==> config.mk <==
export PLATFORM = sky130hd
export DESIGN_NAME = mrci_top
export DESIGN_NICKNAME = d
export VERILOG_FILES = /design/src/common/mrci_pkg.sv /design/src/hdl/mrci_rst_sync.sv /design/src/hdl/mrci_top.sv
export SDC_FILE = /design/constraint.sdc
export NUM_CORES = 1
export LEC_CHECK = 0
export CORE_ASPECT_RATIO = 0.8
export CORE_MARGIN = 5
export CORE_UTILIZATION = 60
export DETAILED_ROUTE_END_ITERATION = 8
export DONT_BUFFER_PORTS = 1
export GPL_TIMING_DRIVEN = 0
export MAX_ROUTING_LAYER = met4
export PLACE_DENSITY = 0.83
export SETUP_SLACK_MARGIN = 0.4
export SLEW_MARGIN = 20
export SYNTH_ARGS = -nofsm -noshare
export SYNTH_HDL_FRONTEND = slang
export SYNTH_SLANG_ARGS = --single-unit
==> constraint.sdc <==
create_clock -name CLOCK -period 4.35 [get_ports CLOCK]
set_input_delay 0.6525 -clock CLOCK [delete_from_list [all_inputs] [get_ports CLOCK]]
set_output_delay 0.6525 -clock CLOCK [all_outputs]
set_load 0.02 [all_outputs]
==> src/common/mrci_pkg.sv <==
// shared constants and carriers of the memory interface reset and clock block
package mrci_pkg;

	// master clock period in ns
	localparam int CLK_PERIOD_NS = 8;

	// shortest system reset pulse that the far side must hold
	localparam int SYS_RST_MIN_NS = 5;
	localparam int SYS_RST_MIN_CYC =
		(SYS_RST_MIN_NS + CLK_PERIOD_NS - 1) / CLK_PERIOD_NS < 1 ? 1 :
		(SYS_RST_MIN_NS + CLK_PERIOD_NS - 1) / CLK_PERIOD_NS;

	// least reference rate after the input divider (far side, MHz)
	localparam int REF_DIV_MIN_MHZ = 70;

	// synchronizer depth in master clock cycles
	localparam int RST_SYNC_STAGES = 2;

	// fabric clock is a quarter of the memory clock
	localparam int FABRIC_DIV = 4;
	localparam int HALF_DIV = 2 * FABRIC_DIV;
	localparam int CAL_DIV_DEF = 2;

	// bank loop feedback phase, one master cycle of the fabric period
	localparam int FB_PHASE_DEG = 90;
	localparam int FB_PHASE_CYC = FABRIC_DIV * FB_PHASE_DEG / 360;

	// default counts, in master clock cycles or enable pulses
	localparam int SYNTH_LOCK_CYC_DEF = 64;
	localparam int BANK_LOCK_CYC_DEF = 32;
	localparam int CLK_STOP_CYC_DEF = 4;
	localparam int CAL_STEPS_DEF = 256;
	localparam int NUM_BANKS_DEF = 3;

	// reset values
	localparam logic RST_ASSERTED = 1'b1;
	localparam logic FLAG_CLEAR = 1'b0;

	// synthesizer sequence
	typedef enum logic [1:0] {
		SYN_OFF  = 2'b00,
		SYN_LOCK = 2'b01,
		SYN_RUN  = 2'b10,
		SYN_STOP = 2'b11
	} mrci_syn_state_t;

	// calibration sequence
	typedef enum logic [1:0] {
		CAL_IDLE = 2'b00,
		CAL_WAIT = 2'b01,
		CAL_BUSY = 2'b10,
		CAL_DONE = 2'b11
	} mrci_cal_state_t;

	// generated clock enables, one master cycle wide
	typedef struct packed {
		logic fabric;
		logic half;
		logic cal;
	} mrci_clk_en_t;

endpackage

==> src/hdl/mrci_rst_sync.sv <==
`timescale 1ns/1ns
`default_nettype none
// asynchronous set, synchronous release chain
module mrci_rst_sync #(
	parameter int STAGES = mrci_pkg::RST_SYNC_STAGES
) (
	input  wire logic clk,
	input  wire logic rst_async,
	output logic      rst_sync
);

	logic [STAGES-1:0] chain_reg;
	logic [STAGES-1:0] chain_next;

	// shift zeros in; only the last stage is read by other logic
	assign chain_next = {chain_reg[STAGES-2:0], 1'b0};
	assign rst_sync = chain_reg[STAGES-1];

	// forced high at once, released one stage per edge
	always_ff @(posedge clk or posedge rst_async) begin
		if (rst_async) begin
			chain_reg <= '1;
		end else begin
			chain_reg <= chain_next;
		end
	end

endmodule
`default_nettype wire

==> src/hdl/mrci_top.sv <==
`timescale 1ns/1ns
`default_nettype none
module mrci_top #(
	parameter int NUM_BANKS      = mrci_pkg::NUM_BANKS_DEF,
	parameter int SYNTH_LOCK_CYC = mrci_pkg::SYNTH_LOCK_CYC_DEF,
	parameter int BANK_LOCK_CYC  = mrci_pkg::BANK_LOCK_CYC_DEF,
	parameter int CLK_STOP_CYC   = mrci_pkg::CLK_STOP_CYC_DEF,
	parameter int CAL_DIV        = mrci_pkg::CAL_DIV_DEF,
	parameter int CAL_STEPS      = mrci_pkg::CAL_STEPS_DEF
) (
	input  wire logic                  CLOCK,
	input  wire logic                  RST,
	output mrci_pkg::mrci_clk_en_t     CLOCK_EN,
	output logic [NUM_BANKS-1:0]       PHY_CLOCK_EN,
	output logic [NUM_BANKS-1:0]       BANK_PLL_RESET,
	output logic [NUM_BANKS-1:0]       BANK_PLL_LOCKED,
	output logic                       SYNTH_LOCKED,
	output logic                       FABRIC_SYNC_RESET,
	output logic                       DESIGN_RESET,
	output logic                       RIU_RESET,
	output logic                       CAL_RESET,
	output logic                       CALIB_DONE
);

	localparam int LW = $clog2(SYNTH_LOCK_CYC + 1);
	localparam int BW = $clog2(BANK_LOCK_CYC + 1);
	localparam int SW = $clog2(CLK_STOP_CYC + 1);
	localparam int CW = $clog2(CAL_STEPS + 1);
	localparam int DW = $clog2(mrci_pkg::HALF_DIV + CAL_DIV + 1);

	localparam logic [LW-1:0] LOCK_LAST = LW'(SYNTH_LOCK_CYC - 1);
	localparam logic [BW-1:0] BANK_LAST = BW'(BANK_LOCK_CYC - 1);
	localparam logic [SW-1:0] STOP_LAST = SW'(CLK_STOP_CYC - 1);
	localparam logic [CW-1:0] CAL_LAST  = CW'(CAL_STEPS - 1);
	localparam logic [DW-1:0] FAB_LAST  = DW'(mrci_pkg::FABRIC_DIV - 1);
	localparam logic [DW-1:0] HALF_LAST = DW'(mrci_pkg::HALF_DIV - 1);
	localparam logic [DW-1:0] CALD_LAST = DW'(CAL_DIV - 1);

	// wrap-to-zero counter step used by every divider
	function automatic logic [DW-1:0] div_step(input logic [DW-1:0] cnt,
		input logic [DW-1:0] last);
		div_step = (cnt == last) ? '0 : cnt + DW'(1);
	endfunction

	// reset synchronizer

	logic sync_rst;

	mrci_rst_sync #(
		.STAGES (mrci_pkg::RST_SYNC_STAGES)
	) u_rst_sync (
		.clk       (CLOCK),
		.rst_async (RST),
		.rst_sync  (sync_rst)
	);

	// synthesizer model: lock, run, stop after fabric reset

	mrci_pkg::mrci_syn_state_t syn_reg;
	mrci_pkg::mrci_syn_state_t syn_next;
	logic [LW-1:0]             lock_cnt_reg;
	logic [SW-1:0]             stop_cnt_reg;
	logic                      lock_done;
	logic                      stop_done;
	logic                      run;
	logic                      fab_rst_next;

	assign lock_done = (lock_cnt_reg == LOCK_LAST);
	assign stop_done = (stop_cnt_reg == STOP_LAST);
	assign run = (syn_reg == mrci_pkg::SYN_RUN) ||
		(syn_reg == mrci_pkg::SYN_STOP);

	// fabric reset held until the synthesizer has locked
	assign fab_rst_next = sync_rst || (syn_reg != mrci_pkg::SYN_RUN);

	// clocks keep running a few cycles into the fabric reset
	always_comb begin
		syn_next = syn_reg;
		unique case (syn_reg)
			mrci_pkg::SYN_OFF: begin
				if (!sync_rst) begin
					syn_next = mrci_pkg::SYN_LOCK;
				end
			end
			mrci_pkg::SYN_LOCK: begin
				if (sync_rst) begin
					syn_next = mrci_pkg::SYN_OFF;
				end else if (lock_done) begin
					syn_next = mrci_pkg::SYN_RUN;
				end
			end
			mrci_pkg::SYN_RUN: begin
				if (sync_rst) begin
					syn_next = mrci_pkg::SYN_STOP;
				end
			end
			mrci_pkg::SYN_STOP: begin
				if (stop_done) begin
					syn_next = mrci_pkg::SYN_OFF;
				end
			end
			// only an unknown power-up state lands here
			default: begin
				syn_next = mrci_pkg::SYN_OFF;
			end
		endcase
	end

	// no async clear: a system reset must let the clocks run on into
	// the stop state; the synchronized reset restarts it
	always_ff @(posedge CLOCK) begin
		syn_reg <= syn_next;
	end

	// lock and stop delay counters; they clear themselves outside
	// their own state, so they need no reset either
	always_ff @(posedge CLOCK) begin
		lock_cnt_reg <= (syn_reg == mrci_pkg::SYN_LOCK && !lock_done) ?
			lock_cnt_reg + LW'(1) : '0;
		stop_cnt_reg <= (syn_reg == mrci_pkg::SYN_STOP && !stop_done) ?
			stop_cnt_reg + SW'(1) : '0;
	end

	// fabric reset: plain flop, so it moves on clock edges only
	// no async set here: that would let it change between edges
	always_ff @(posedge CLOCK) begin
		FABRIC_SYNC_RESET <= fab_rst_next;
	end

	// clock dividers, integer ratios only

	logic [DW-1:0] fab_cnt_reg;
	logic [DW-1:0] half_cnt_reg;
	logic [DW-1:0] cald_cnt_reg;
	logic          fab_tick;
	logic          half_tick;
	logic          cal_tick;

	assign fab_tick  = run && (fab_cnt_reg == FAB_LAST);
	assign half_tick = run && (half_cnt_reg == HALF_LAST);
	assign cal_tick  = run && (cald_cnt_reg == CALD_LAST);

	// fabric at a quarter, half-rate off its own count
	// calibration from its own divider output
	// stopped dividers restart from zero, so the first pulse after a
	// relock comes a full period late rather than early
	always_ff @(posedge CLOCK) begin
		if (run) begin
			fab_cnt_reg  <= div_step(fab_cnt_reg, FAB_LAST);
			half_cnt_reg <= div_step(half_cnt_reg, HALF_LAST);
			cald_cnt_reg <= div_step(cald_cnt_reg, CALD_LAST);
		end else begin
			fab_cnt_reg  <= '0;
			half_cnt_reg <= '0;
			cald_cnt_reg <= '0;
		end
	end

	// registered enables and lock flag; no async clear, so the clocks
	// tick on through the stop count after a system reset
	always_ff @(posedge CLOCK) begin
		CLOCK_EN.fabric <= fab_tick;
		CLOCK_EN.half   <= half_tick;
		CLOCK_EN.cal    <= cal_tick;
		SYNTH_LOCKED    <= run;
	end

	// per-bank loops, each with its own lock count

	logic [BW-1:0]                     bank_cnt_reg [NUM_BANKS];
	logic [mrci_pkg::FB_PHASE_CYC-1:0] fb_dly_reg;
	logic [mrci_pkg::FB_PHASE_CYC:0]   fb_shift;
	logic [NUM_BANKS-1:0]              bank_lock;

	// delay line one bit longer than kept; the oldest bit drops off
	assign fb_shift = {fb_dly_reg, fab_tick};

	// internal feedback shifted 90 degrees: one master cycle late
	always_ff @(posedge CLOCK or posedge RST) begin
		if (RST) begin
			fb_dly_reg <= '0;
		end else begin
			fb_dly_reg <= fb_shift[mrci_pkg::FB_PHASE_CYC-1:0];
		end
	end

	for (genvar b = 0; b < NUM_BANKS; b++) begin : g_bank
		assign bank_lock[b] = (bank_cnt_reg[b] == BANK_LAST);

		// count only once the synthesizer is locked
		always_ff @(posedge CLOCK or posedge RST) begin
			if (RST) begin
				bank_cnt_reg[b] <= '0;
			end else if (syn_reg != mrci_pkg::SYN_RUN) begin
				bank_cnt_reg[b] <= '0;
			end else if (!bank_lock[b]) begin
				bank_cnt_reg[b] <= bank_cnt_reg[b] + BW'(1);
			end
		end

		// each bank's phy clock stays in its own bank
		always_ff @(posedge CLOCK or posedge RST) begin
			if (RST) begin
				BANK_PLL_RESET[b]  <= mrci_pkg::RST_ASSERTED;
				BANK_PLL_LOCKED[b] <= mrci_pkg::FLAG_CLEAR;
				PHY_CLOCK_EN[b]    <= 1'b0;
			end else begin
				// released on the edge that raises the synthesizer lock flag, not before
				BANK_PLL_RESET[b]  <= (syn_reg != mrci_pkg::SYN_RUN);
				BANK_PLL_LOCKED[b] <= bank_lock[b];
				PHY_CLOCK_EN[b]    <= bank_lock[b] &&
					fb_dly_reg[mrci_pkg::FB_PHASE_CYC-1];
			end
		end
	end

	// design resets follow the fabric reset one edge behind

	// high only after fabric reset went high, low only after it fell;
	// an async set here would let design reset lead the fabric reset
	always_ff @(posedge CLOCK) begin
		DESIGN_RESET <= FABRIC_SYNC_RESET;
		RIU_RESET    <= FABRIC_SYNC_RESET;
		CAL_RESET    <= FABRIC_SYNC_RESET;
	end

	// calibration sequence stand-in: fixed count of calibration ticks

	mrci_pkg::mrci_cal_state_t cal_reg;
	mrci_pkg::mrci_cal_state_t cal_next;
	logic [CW-1:0]             cal_cnt_reg;
	logic                      banks_ready;
	logic                      cal_last;

	assign banks_ready = &bank_lock;
	assign cal_last = cal_tick && (cal_cnt_reg == CAL_LAST);

	// steps wait for released design reset and locked banks
	always_comb begin
		cal_next = cal_reg;
		unique case (cal_reg)
			mrci_pkg::CAL_IDLE: begin
				if (!DESIGN_RESET) begin
					cal_next = mrci_pkg::CAL_WAIT;
				end
			end
			mrci_pkg::CAL_WAIT: begin
				if (banks_ready) begin
					cal_next = mrci_pkg::CAL_BUSY;
				end
			end
			mrci_pkg::CAL_BUSY: begin
				if (cal_last) begin
					cal_next = mrci_pkg::CAL_DONE;
				end
			end
			mrci_pkg::CAL_DONE: begin
				cal_next = mrci_pkg::CAL_DONE;
			end
		endcase
		if (fab_rst_next || DESIGN_RESET) begin
			cal_next = mrci_pkg::CAL_IDLE;
		end
	end

	// a stall of the calibration clock simply pauses the count
	always_ff @(posedge CLOCK or posedge RST) begin
		if (RST) begin
			cal_reg     <= mrci_pkg::CAL_IDLE;
			cal_cnt_reg <= '0;
		end else begin
			cal_reg     <= cal_next;
			cal_cnt_reg <= (cal_reg == mrci_pkg::CAL_BUSY && cal_tick) ?
				cal_cnt_reg + CW'(1) : (cal_reg == mrci_pkg::CAL_BUSY ?
				cal_cnt_reg : '0);
		end
	end

	// done drops at once with the system reset, before the edge that raises fabric reset
	always_ff @(posedge CLOCK or posedge RST) begin
		if (RST) begin
			CALIB_DONE <= mrci_pkg::FLAG_CLEAR;
		end else begin
			CALIB_DONE <= !fab_rst_next &&
				(cal_next == mrci_pkg::CAL_DONE);
		end
	end

endmodule
`default_nettype wire

# After elaboration in Yosys (flattened, before gate mapping)
# Index checks and enable logic that the tools add are counted.
dict set report classes {
  multipliers 0
  mux 19
  n_lt_le_gt_ge 0
  n_addsub 9
  shift 0
  n_div 0
  eq_ne 25
  bitwise 1
  reduce_logical 24
}
# operator count
set op_table {}
lappend op_table {{6-bit two-way mux} 6}
lappend op_table {{6-bit by 1-bit adder with 6-bit output (second input constant)} 3}
lappend op_table {{6-bit by 5-bit equality test with 1-bit output (second input constant)} 3}
lappend op_table {{2-bit two-way mux} 9}
lappend op_table {{9-bit two-way mux} 2}
lappend op_table {{2-bit one-hot mux with 4 select lines} 2}
lappend op_table {{4-bit by 1-bit adder with 4-bit output (second input constant)} 3}
lappend op_table {{1-bit logical AND} 11}
lappend op_table {{2-bit equality test (second input constant)} 5}
lappend op_table {{9-bit by 1-bit adder with 9-bit output (second input constant)} 1}
lappend op_table {{9-bit by 8-bit equality test with 1-bit output (second input constant)} 1}
lappend op_table {{2-bit by 1-bit != test with 1-bit output (second input constant)} 4}
lappend op_table {{2-bit != test (second input constant)} 4}
lappend op_table {{7-bit by 1-bit adder with 7-bit output (second input constant)} 1}
lappend op_table {{7-bit by 6-bit equality test with 1-bit output (second input constant)} 1}
lappend op_table {{2-bit OR reduction} 3}
lappend op_table {{2-bit by 1-bit equality test with 1-bit output (second input constant)} 2}
lappend op_table {{4-bit by 1-bit equality test with 1-bit output (second input constant)} 1}
lappend op_table {{4-bit by 2-bit equality test with 1-bit output (second input constant)} 1}
lappend op_table {{4-bit by 3-bit equality test with 1-bit output (second input constant)} 1}
lappend op_table {{2-bit logical NOT} 2}
lappend op_table {{4-bit AND reduction} 1}
lappend op_table {{3-bit by 1-bit adder with 3-bit output (second input constant)} 1}
lappend op_table {{3-bit by 2-bit equality test with 1-bit output (second input constant)} 1}
lappend op_table {{5 further kinds} 9}
dict set report totals {
  input_bits 2
  out_inout_bits 18
  wordCells 105
  romBits 0
  latch_bits 0
  mem_bits_rw 0
  regBits 70
  n_memories 0
}

# Longest topological paths before layout
# Gate-level depths: netlist of run 1.
dict set report logic_depth {
  depth_word 9
  ltp_mapped 7
  ltp_nobuf 7
}

# Cells and area by module
# Synthesis of run 1 repeated with hierarchy kept, for this count alone.
dict set report hier_totals {
  hier_cells 266
  area_unflattened_um2 2857.7
}
# module n_inst seq_area_each_um2 area_per_inst_um2 cells_each
set modules_own_cells {}
lappend modules_own_cells {mrci_top 1 1572.8 2797.7 262}
lappend modules_own_cells {mrci_rst_sync 1 52.6 60.1 4}

# Least setup slack after synthesis of run 1
# Ideal clock, no wire load.
dict set report synth_path {
  path_kind {register -> register}
  from {reg cal_cnt_reg[0]}
  to {reg cal_reg[0]}
  path_stages_with_launch 8
  t_required_ps 4231
  setup_time_ps 119
  setup_slack_ps 2793
  t_arrival_ps 1438
  synth_period_minus_slack_ps 1557
  path_buffers 0
  cell_sequence {dfrtp_1 ha_1 and3_1 and3_1 ha_1 a21oi_1 a211oi_1 o21a_1}
}
dict set report synth_via {
  elab_chain_len 5
}
# element line_no
set synth_lines {}
lappend synth_lines {{from (decl)} mrci_top.sv:231} ;# logic [CW-1:0] cal_cnt_reg;
lappend synth_lines {{from (signal assigned)} mrci_top.sv:273} ;# cal_cnt_reg <= (cal_reg == mrci_pkg::CAL_BUSY && cal_tick) ?
lappend synth_lines {{9-bit by 8-bit equality test with 1-bit output} mrci_top.sv:236} ;# assign cal_last = cal_tick && (cal_cnt_reg == CAL_LAST);
lappend synth_lines {{1-bit logical AND} mrci_top.sv:236}
lappend synth_lines {{2-bit two-way mux} mrci_top.sv:253} ;# if (cal_last) begin
lappend synth_lines {{2-bit one-hot mux with 4 select lines} mrci_top.sv:241} ;# unique case (cal_reg)
lappend synth_lines {{2-bit two-way mux} mrci_top.sv:261} ;# if (fab_rst_next || DESIGN_RESET) begin
lappend synth_lines {{net cal_next[0]} mrci_top.sv:230} ;# mrci_pkg::mrci_cal_state_t cal_next;
lappend synth_lines {{to (signal assigned)} mrci_top.sv:269} ;# cal_reg <= mrci_pkg::CAL_IDLE;
lappend synth_lines {{to (signal assigned)} mrci_top.sv:272} ;# cal_reg <= cal_next;
lappend synth_lines {{to (decl)} mrci_top.sv:229} ;# mrci_pkg::mrci_cal_state_t cal_reg;
# The timed path passes the listed nets, and every way through them passes these cells.
# A chain may end at the register's enable or synchronous reset.

==> results of run 1 <==
==> worst min path at each step <==
stage	start	endpoint	cells past startpoint	slack, ns
3_3_place_gp	u_rst_sync.chain_reg[0]	u_rst_sync.chain_reg[1]	0	0.35
3_5_place_dp	u_rst_sync.chain_reg[0]	u_rst_sync.chain_reg[1]	0	0.35
4_1_cts	RST	cal_cnt_reg[3]	1	0.19
5_1_grt	RST	cal_cnt_reg[0]	1	0.21
2_1_floorplan	u_rst_sync.chain_reg[0]	u_rst_sync.chain_reg[1]	0	0.35
6_report	RST	cal_cnt_reg[7]	1	0.19
==> cell families (layout without fill, tap and decap cells) <==
logic type / after synthesis / count (layout) / share of synthesized area [%]
and+or+nand+nor: 117 / 117 / 20.9
DFF: 70 / 70 / 57.3
xor gates and xnor gates: 22 / 22 / 6.79
buffers and inverters: 20 / 37 / 3.31
muxes: 6 / 6 / 2.12
adders and majority gates: 12 / 12 / 5.29
AOI/OAI and AO/OA: 17 / 17 / 4.14
other: 1 / 1 / 0.132
==> stage by stage <==
step / area [um^2] / total power, uW
detailed placement: 2940 / 817
global placement: 2910 / 809
floorplan: 2840 / 792
global route: 3130 / 1370
CTS: 3130 / 1330
finish: 3130 / 1310
==> power by group through the flow <==
| stage | Combinational [uW] | Clock, uW | Sequential [uW] |
|---|---|---|---|
| after floorplan | 74.5 | 0 | 717 |
| after global placement | 87.3 | 0 | 722 |
| after detailed placement | 94.0 | 0 | 723 |
| after CTS | 95.1 | 521 | 710 |
| after global routing | 107 | 549 | 714 |
| final | 92.7 | 510 | 710 |
==> synthesized netlist by cell type (6+ instances only) <==
master,count,area [um^2]
inv_1,9,33.8
ha_1,12,150
nand2_1,13,48.8
mux2i_1,6,60.1
xor2_1,12,105
xnor2_1,10,87.6
nand3_1,9,45.0
nor2_1,49,184
dfrtp_1,37,926
dfxtp_1,28,561
nor3_1,8,40.0
and3_1,11,68.8
==> final cells by class <==
type	count	area share, %
multi-input combinational	175	35.7
tap	60	2.40
inverter	10	1.20
sequential	70	51.9
timing repair buffer	1	0.879
clock buffer	12	4.63
clock inverter	4	1.52
buffer	10	1.80
==> worst reg2reg max path, cell delays in order, from the launching register on <==
cell	delay [ns]
dfrtp_1	0.40
ha_1	0.24
and3_1	0.17
and3_1	0.18
ha_1	0.18
a21oi_1	0.22
a211oi_1	0.12
o21a_1	0.13
==> metal layers <==
metal	wire (um)	global-route usage, %	vias to the layer above
met1	2110	20.5	827
met4	108	7.09	0
li1	-	-	910
met5	0	-	-
met2	2250	26.2	26
met3	189	5.75	13
==> flow_summary.yaml, run 1 <==
clock_tree:
  path_clk_slew_ns: 0.07
  holdBufCountCts: 0
  clock_path_buffers: 2
  numClockSinks: 70
  cts_resized: 0
  cts_root_buffer: "clkbuf_8"
  numCtsBuffers: 9
  postCtsSetupBuffers: 0
  tritoncts: "built"
  clk_latency_ns: 0.34
  htree_levels: 3
final_layout:
  register_area_mm2: 0.00163
  final_cells: 342
  final_common_cell: "nor2_1"
  fin_util_pct: 68.2
  area_delta_synth_final_pct: 10.4
  largest_register_ffs: 18
  drive_gt1_share_pct: 12.4
  fillCellCount: 340
  multiInputGateArea_mm2: 0.00112
  mostFrequentLayoutCells: "nor2_1, dfrtp_1, dfxtp_1"
  n_antenna_cell: 0
  nNetsFinal: 291
place:
  dpl.cell_count: 326
  dp_hpwl_um: 3140
  place_congestion: 0.763
  dp_slack_ns: 2.68
  portBuffers: 0
synth:
  ys_ff_latch: 70
  synth_edf_count: 2
  async_flop_share_pct: 57.1
  ys.warnings.count: 0
  synth_fp_nets: 279
  synth-seq-area-share_pct: 57.3
  synth.distinct_cells: 45
  synthFlopType: "dfrtp_1"
  synth_cells: 265
  syn_avg_cell_area_um2: 10.7
  netlist_area_mm2: 0.00284
global_routing:
  grtUsageTotal_pct: 17.0
  overflow: 0
  first_global_vias: 1733
  antenna_found_initial: 0
  grt_max_degree: 22
  grt_first_pass_wirelength_um: 7870
timing:
  finalCritPeriodShare_pct: 41.4
  fmax_mhz: 556
  finalHoldViolations: 0
  whs_ns: 0.188
  setup_viol: 0
  maxSlewViolCount: 0
  tns_ns: 0
  period_needed_ns: 1.80
  timing.final.ws_setup_ns: 2.55
  finalClockSkew_ns: 0.00921
  rsz0062_at_grt: "no"
worst_setup_path:
  arrival_ns: 1.15
  crit_type: "register to output pin"
  ff2ff_path_depth: 7
  cp-endpoint: "DESIGN_RESET"
  crit_path_max_fanout: 6
  timing.rr.end: "cal_reg[0]"
  crit_path_end_kind: "output pin"
  cpPeakStageDelay_ns: 0.58
  cp_num_buf_inv: 1
  startpoint_type: "register"
  cp_cell_sequence: "buf_4"
  r2r_start: "cal_cnt_reg[0]"
  rrSetupSlack_ns: 2.60
  cp.required_ns: 3.70
  cp-startpoint: "CAL_RESET"
  worst-path-stages: 1
  crit_path_top_delay_cell: "dfxtp_1"
  critPathTopFamily: "flip-flops"
route:
  vias_per_cell: 5.19
  antenna_left: 0
  vias: 1776
  drt_first_pass_iters: 4
  wl_um: 4670
  drc: 0
  avgRoutedWirePerCell_um: 13.6
  drt_iter0_drc: 94
floorplanning:
  ios: 20
  fp.dieW_um: 86.9
  coreArea_mm2: 0.00460
  rows: 22
  die_h_um: 71.5
  initial_core_util_pct: 61.7
  die_area_mm2: 0.00621
pwr:
  combPwrFrac_pct: 7.1
  p_leak_uw: 0.00141
  power_frac_seq_pct: 54.1
  power_density_mw_per_mm2: 419
  p_clk_share_pct: 38.9
  internal-power_uw: 998
  irDropWorstVdd_uv: 272
  switchingPower_uw: 315
  p_sw_share_pct: 24.0
run:
  drv_cap: 0
run_status:
  status: "finished, final reports clean"
worst_hold_path:
  worst_hold_path_type: "input port to asynchronous set/reset pin"
(Power assumes the default switching activity.)
==> inputs of run 2 (changes only) <==
- ABC_AREA: not set -> 1
- clock period: 4.35 -> 1.85 ns (I/O delays scaled with it)
==> flow_summary.yaml, run 2 <==
run_status:
  status: "finished, final reports clean"
pwr:
  irDropWorstVdd_uv: 827
  power_density_mw_per_mm2: 1180
  total_power_uw: 4150
  p_leak_uw: 0.00155
route:
  dr.max_layer_used: "met4"
  drt_first_pass_iters: 5
  drc: 0
  vias: 2326
  wl_um: 6790
  dr_wl_met3_um: 659
  wl_met2_um: 3220
  vias_per_cell: 5.55
  antenna_left: 0
  wl_met1_um: 2630
  avgRoutedWirePerCell_um: 16.2
  drt_iter0_drc: 218
synth:
  synth_edf_count: 2
  synth_fp_nets: 329
  synth_cells: 315
  synthSimpleGateAreaFrac_pct: 20.9
  async_flop_share_pct: 57.1
  ys_ff_latch: 70
  muxShareOfSynthArea_pct: 0
  ys.warnings.count: 0
  synth-seq-area-share_pct: 55.5
  synth.most_common_cell: "nor2_1"
  synth_top_area_cell: "dfrtp_1"
  synthFlopType: "dfrtp_1"
  syn_avg_cell_area_um2: 9.30
  synth.distinct_cells: 34
  synthXorXnorAreaFrac_pct: 3.59
  synth_top_family_by_area: "simple AND/OR/NAND/NOR gates"
  yosysTopAreaCellShare_pct: 31.6
  synth_compound_area_share_pct: 7.09
  netlist_area_mm2: 0.00293
  yosys-top-cells-count: "nor2_1, inv_1, nand2_1"
  synthAdderAreaFrac_pct: 5.12
  synthTopCellsByArea: "dfrtp_1, dfxtp_1, nor2_1"
floorplanning:
  die_h_um: 72.5
  initial_core_util_pct: 63.0
  fp.dieW_um: 88.1
  coreArea_mm2: 0.00465
  rows: 22
  die_area_mm2: 0.00639
  ios: 20
clock_tree:
  numCtsBuffers: 9
  path_clk_slew_ns: 0.08
  clock_path_buffers: 2
  tritoncts: "built"
  clk_latency_ns: 0.35
  numClockSinks: 70
  htree_levels: 3
  cts_root_buffer: "clkbuf_8"
place:
  portBuffers: 0
  dp_hpwl_um: 3460
  dpl.cell_count: 376
  placed_area_mm2: 0.00303
  place_congestion: 0.772
worst_setup_path:
  crit_path_end_kind: "register"
  crit_path_max_fanout: 2
  startpoint_type: "register"
  cp.required_ns: 2.09
  arrival_ns: 1.91
  crit_type: "register to register"
global_routing:
  grt_max_degree: 24
  grt_first_pass_wirelength_um: 10000
  first_global_vias: 2206
  grtUsageTotal_pct: 21.5
  antenna_found_initial: 0
  overflow: 0
final_layout:
  mostFrequentLayoutCells: "nor2_1, dfrtp_1, inv_1"
  final_common_cell: "nor2_1"
  nNetsFinal: 368
  final_cells: 419
  area_delta_synth_final_pct: 20.4
  largest_register_ffs: 18
  fin_util_pct: 75.8
  fin_area_mm2: 0.00353
  drive_gt1_share_pct: 26.7
  n_antenna_cell: 0
timing:
  tns_ns: 0
  maxSlewViolCount: 0
  period_needed_ns: 1.67
  setup_viol: 0
  fmax_mhz: 598
  rsz0062_at_grt: "yes"
  finalHoldViolations: 0
  finalClockSkew_ns: 0.0149
  finalCritPeriodShare_pct: 90.4
run:
  drv_cap: 0
worst_hold_path:
  worst_hold_path_type: "input port to asynchronous set/reset pin"
[run 2: cell types whose count changed after synthesis, moves of 6 or more]
cell | previous run | this run
mux2i_1 | 6 | 0
a21oi_1 | 5 | 12
o21ai_0 | 2 | 15
nand2_1 | 13 | 38
inv_1 | 9 | 42
nor2_1 | 49 | 43
nand3_1 | 9 | 26
and3_1 | 11 | 0
[run 2: kinds of logic after synthesis]
| kind of cell | count (synthesis) |
|---|---|
| AO/OA/AOI/OAI | 37 |
| XOR/XNOR | 12 |
| adder cells (fa/ha/maj) | 12 |
| buffers and inverters | 52 |
| flip-flops | 70 |
| other | 1 |
| AND/OR/NAND/NOR | 131 |
[run 2: critical path, stage by stage, from the launching register on]
cell and delay, ns:
dfrtp_1 0.37, ha_2 0.23, nand3_4 0.11, nor2_4 0.13
nand3_2 0.11, buf_4 0.16, buf_4 0.13, buf_4 0.12
nor2_1 0.13, nor2_1 0.08
[run 2: final cells by class]
cell class	instances	area (um^2)
plain buffers	7	52.6
clock buffers	15	176
clock inverters	1	5.00
fillers	296	1120
inverters	45	174
multi-input cells	193	1180
flip-flops and latches	70	1630
well taps	60	75.1
repair buffers	28	233
[run 2: path summary, 6_finish.rpt]
path,cells past startpoint,slack (ns),start,to
worst max register to register,9,0.18,cal_cnt_reg[1],cal_cnt_reg[6]
min in group CLOCK,0,0.37,u_rst_sync.chain_reg[0],u_rst_sync.chain_reg[1]
worst min register to register,0,0.37,u_rst_sync.chain_reg[0],u_rst_sync.chain_reg[1]
worst min-delay path,2,0.36,RST,bank_cnt_reg[12]
worst max-delay path,9,0.18,cal_cnt_reg[1],cal_cnt_reg[6]
max in group asynchronous,3,0.94,RST,u_rst_sync.chain_reg[1]
[run 2: power breakdown]
group | internal [uW] | total, uW | switching [uW]
clock | 597 | 1130 | 537
sequential | 1790 | 2020 | 231
combinational | 398 | 1000 | 605
total | 2780 | 4150 | 1370
[run 2: what timing repair did]
item	4_1_cts	5_1_grt
buffers inserted	16	10
setup endpoints to repair	7	19
resized for setup	9	24
pin swaps	6	10
hold buffers	1	0
endpoints found under the hold margin	16	0
[run 2: per-stage QoR]
| step | setup WS (ns) | hold slack, ns |
|---|---|---|
| after CTS | 0.324 | 0.366 |
| after global placement | 0.268 | 0.348 |
| after detailed placement | 0.261 | 0.177 |
| final | 0.177 | 0.363 |
| after floorplan | 0.423 | 0.345 |
| after global routing | 0.103 | 0.377 |
[run 2: per-layer routing]
layer  vias up  global-route usage (%)
li1       1081                       -
met4         0                    8.72
met5         -                       -
met2       155                    32.4
met1      1055                    25.2
met3        35                    9.42
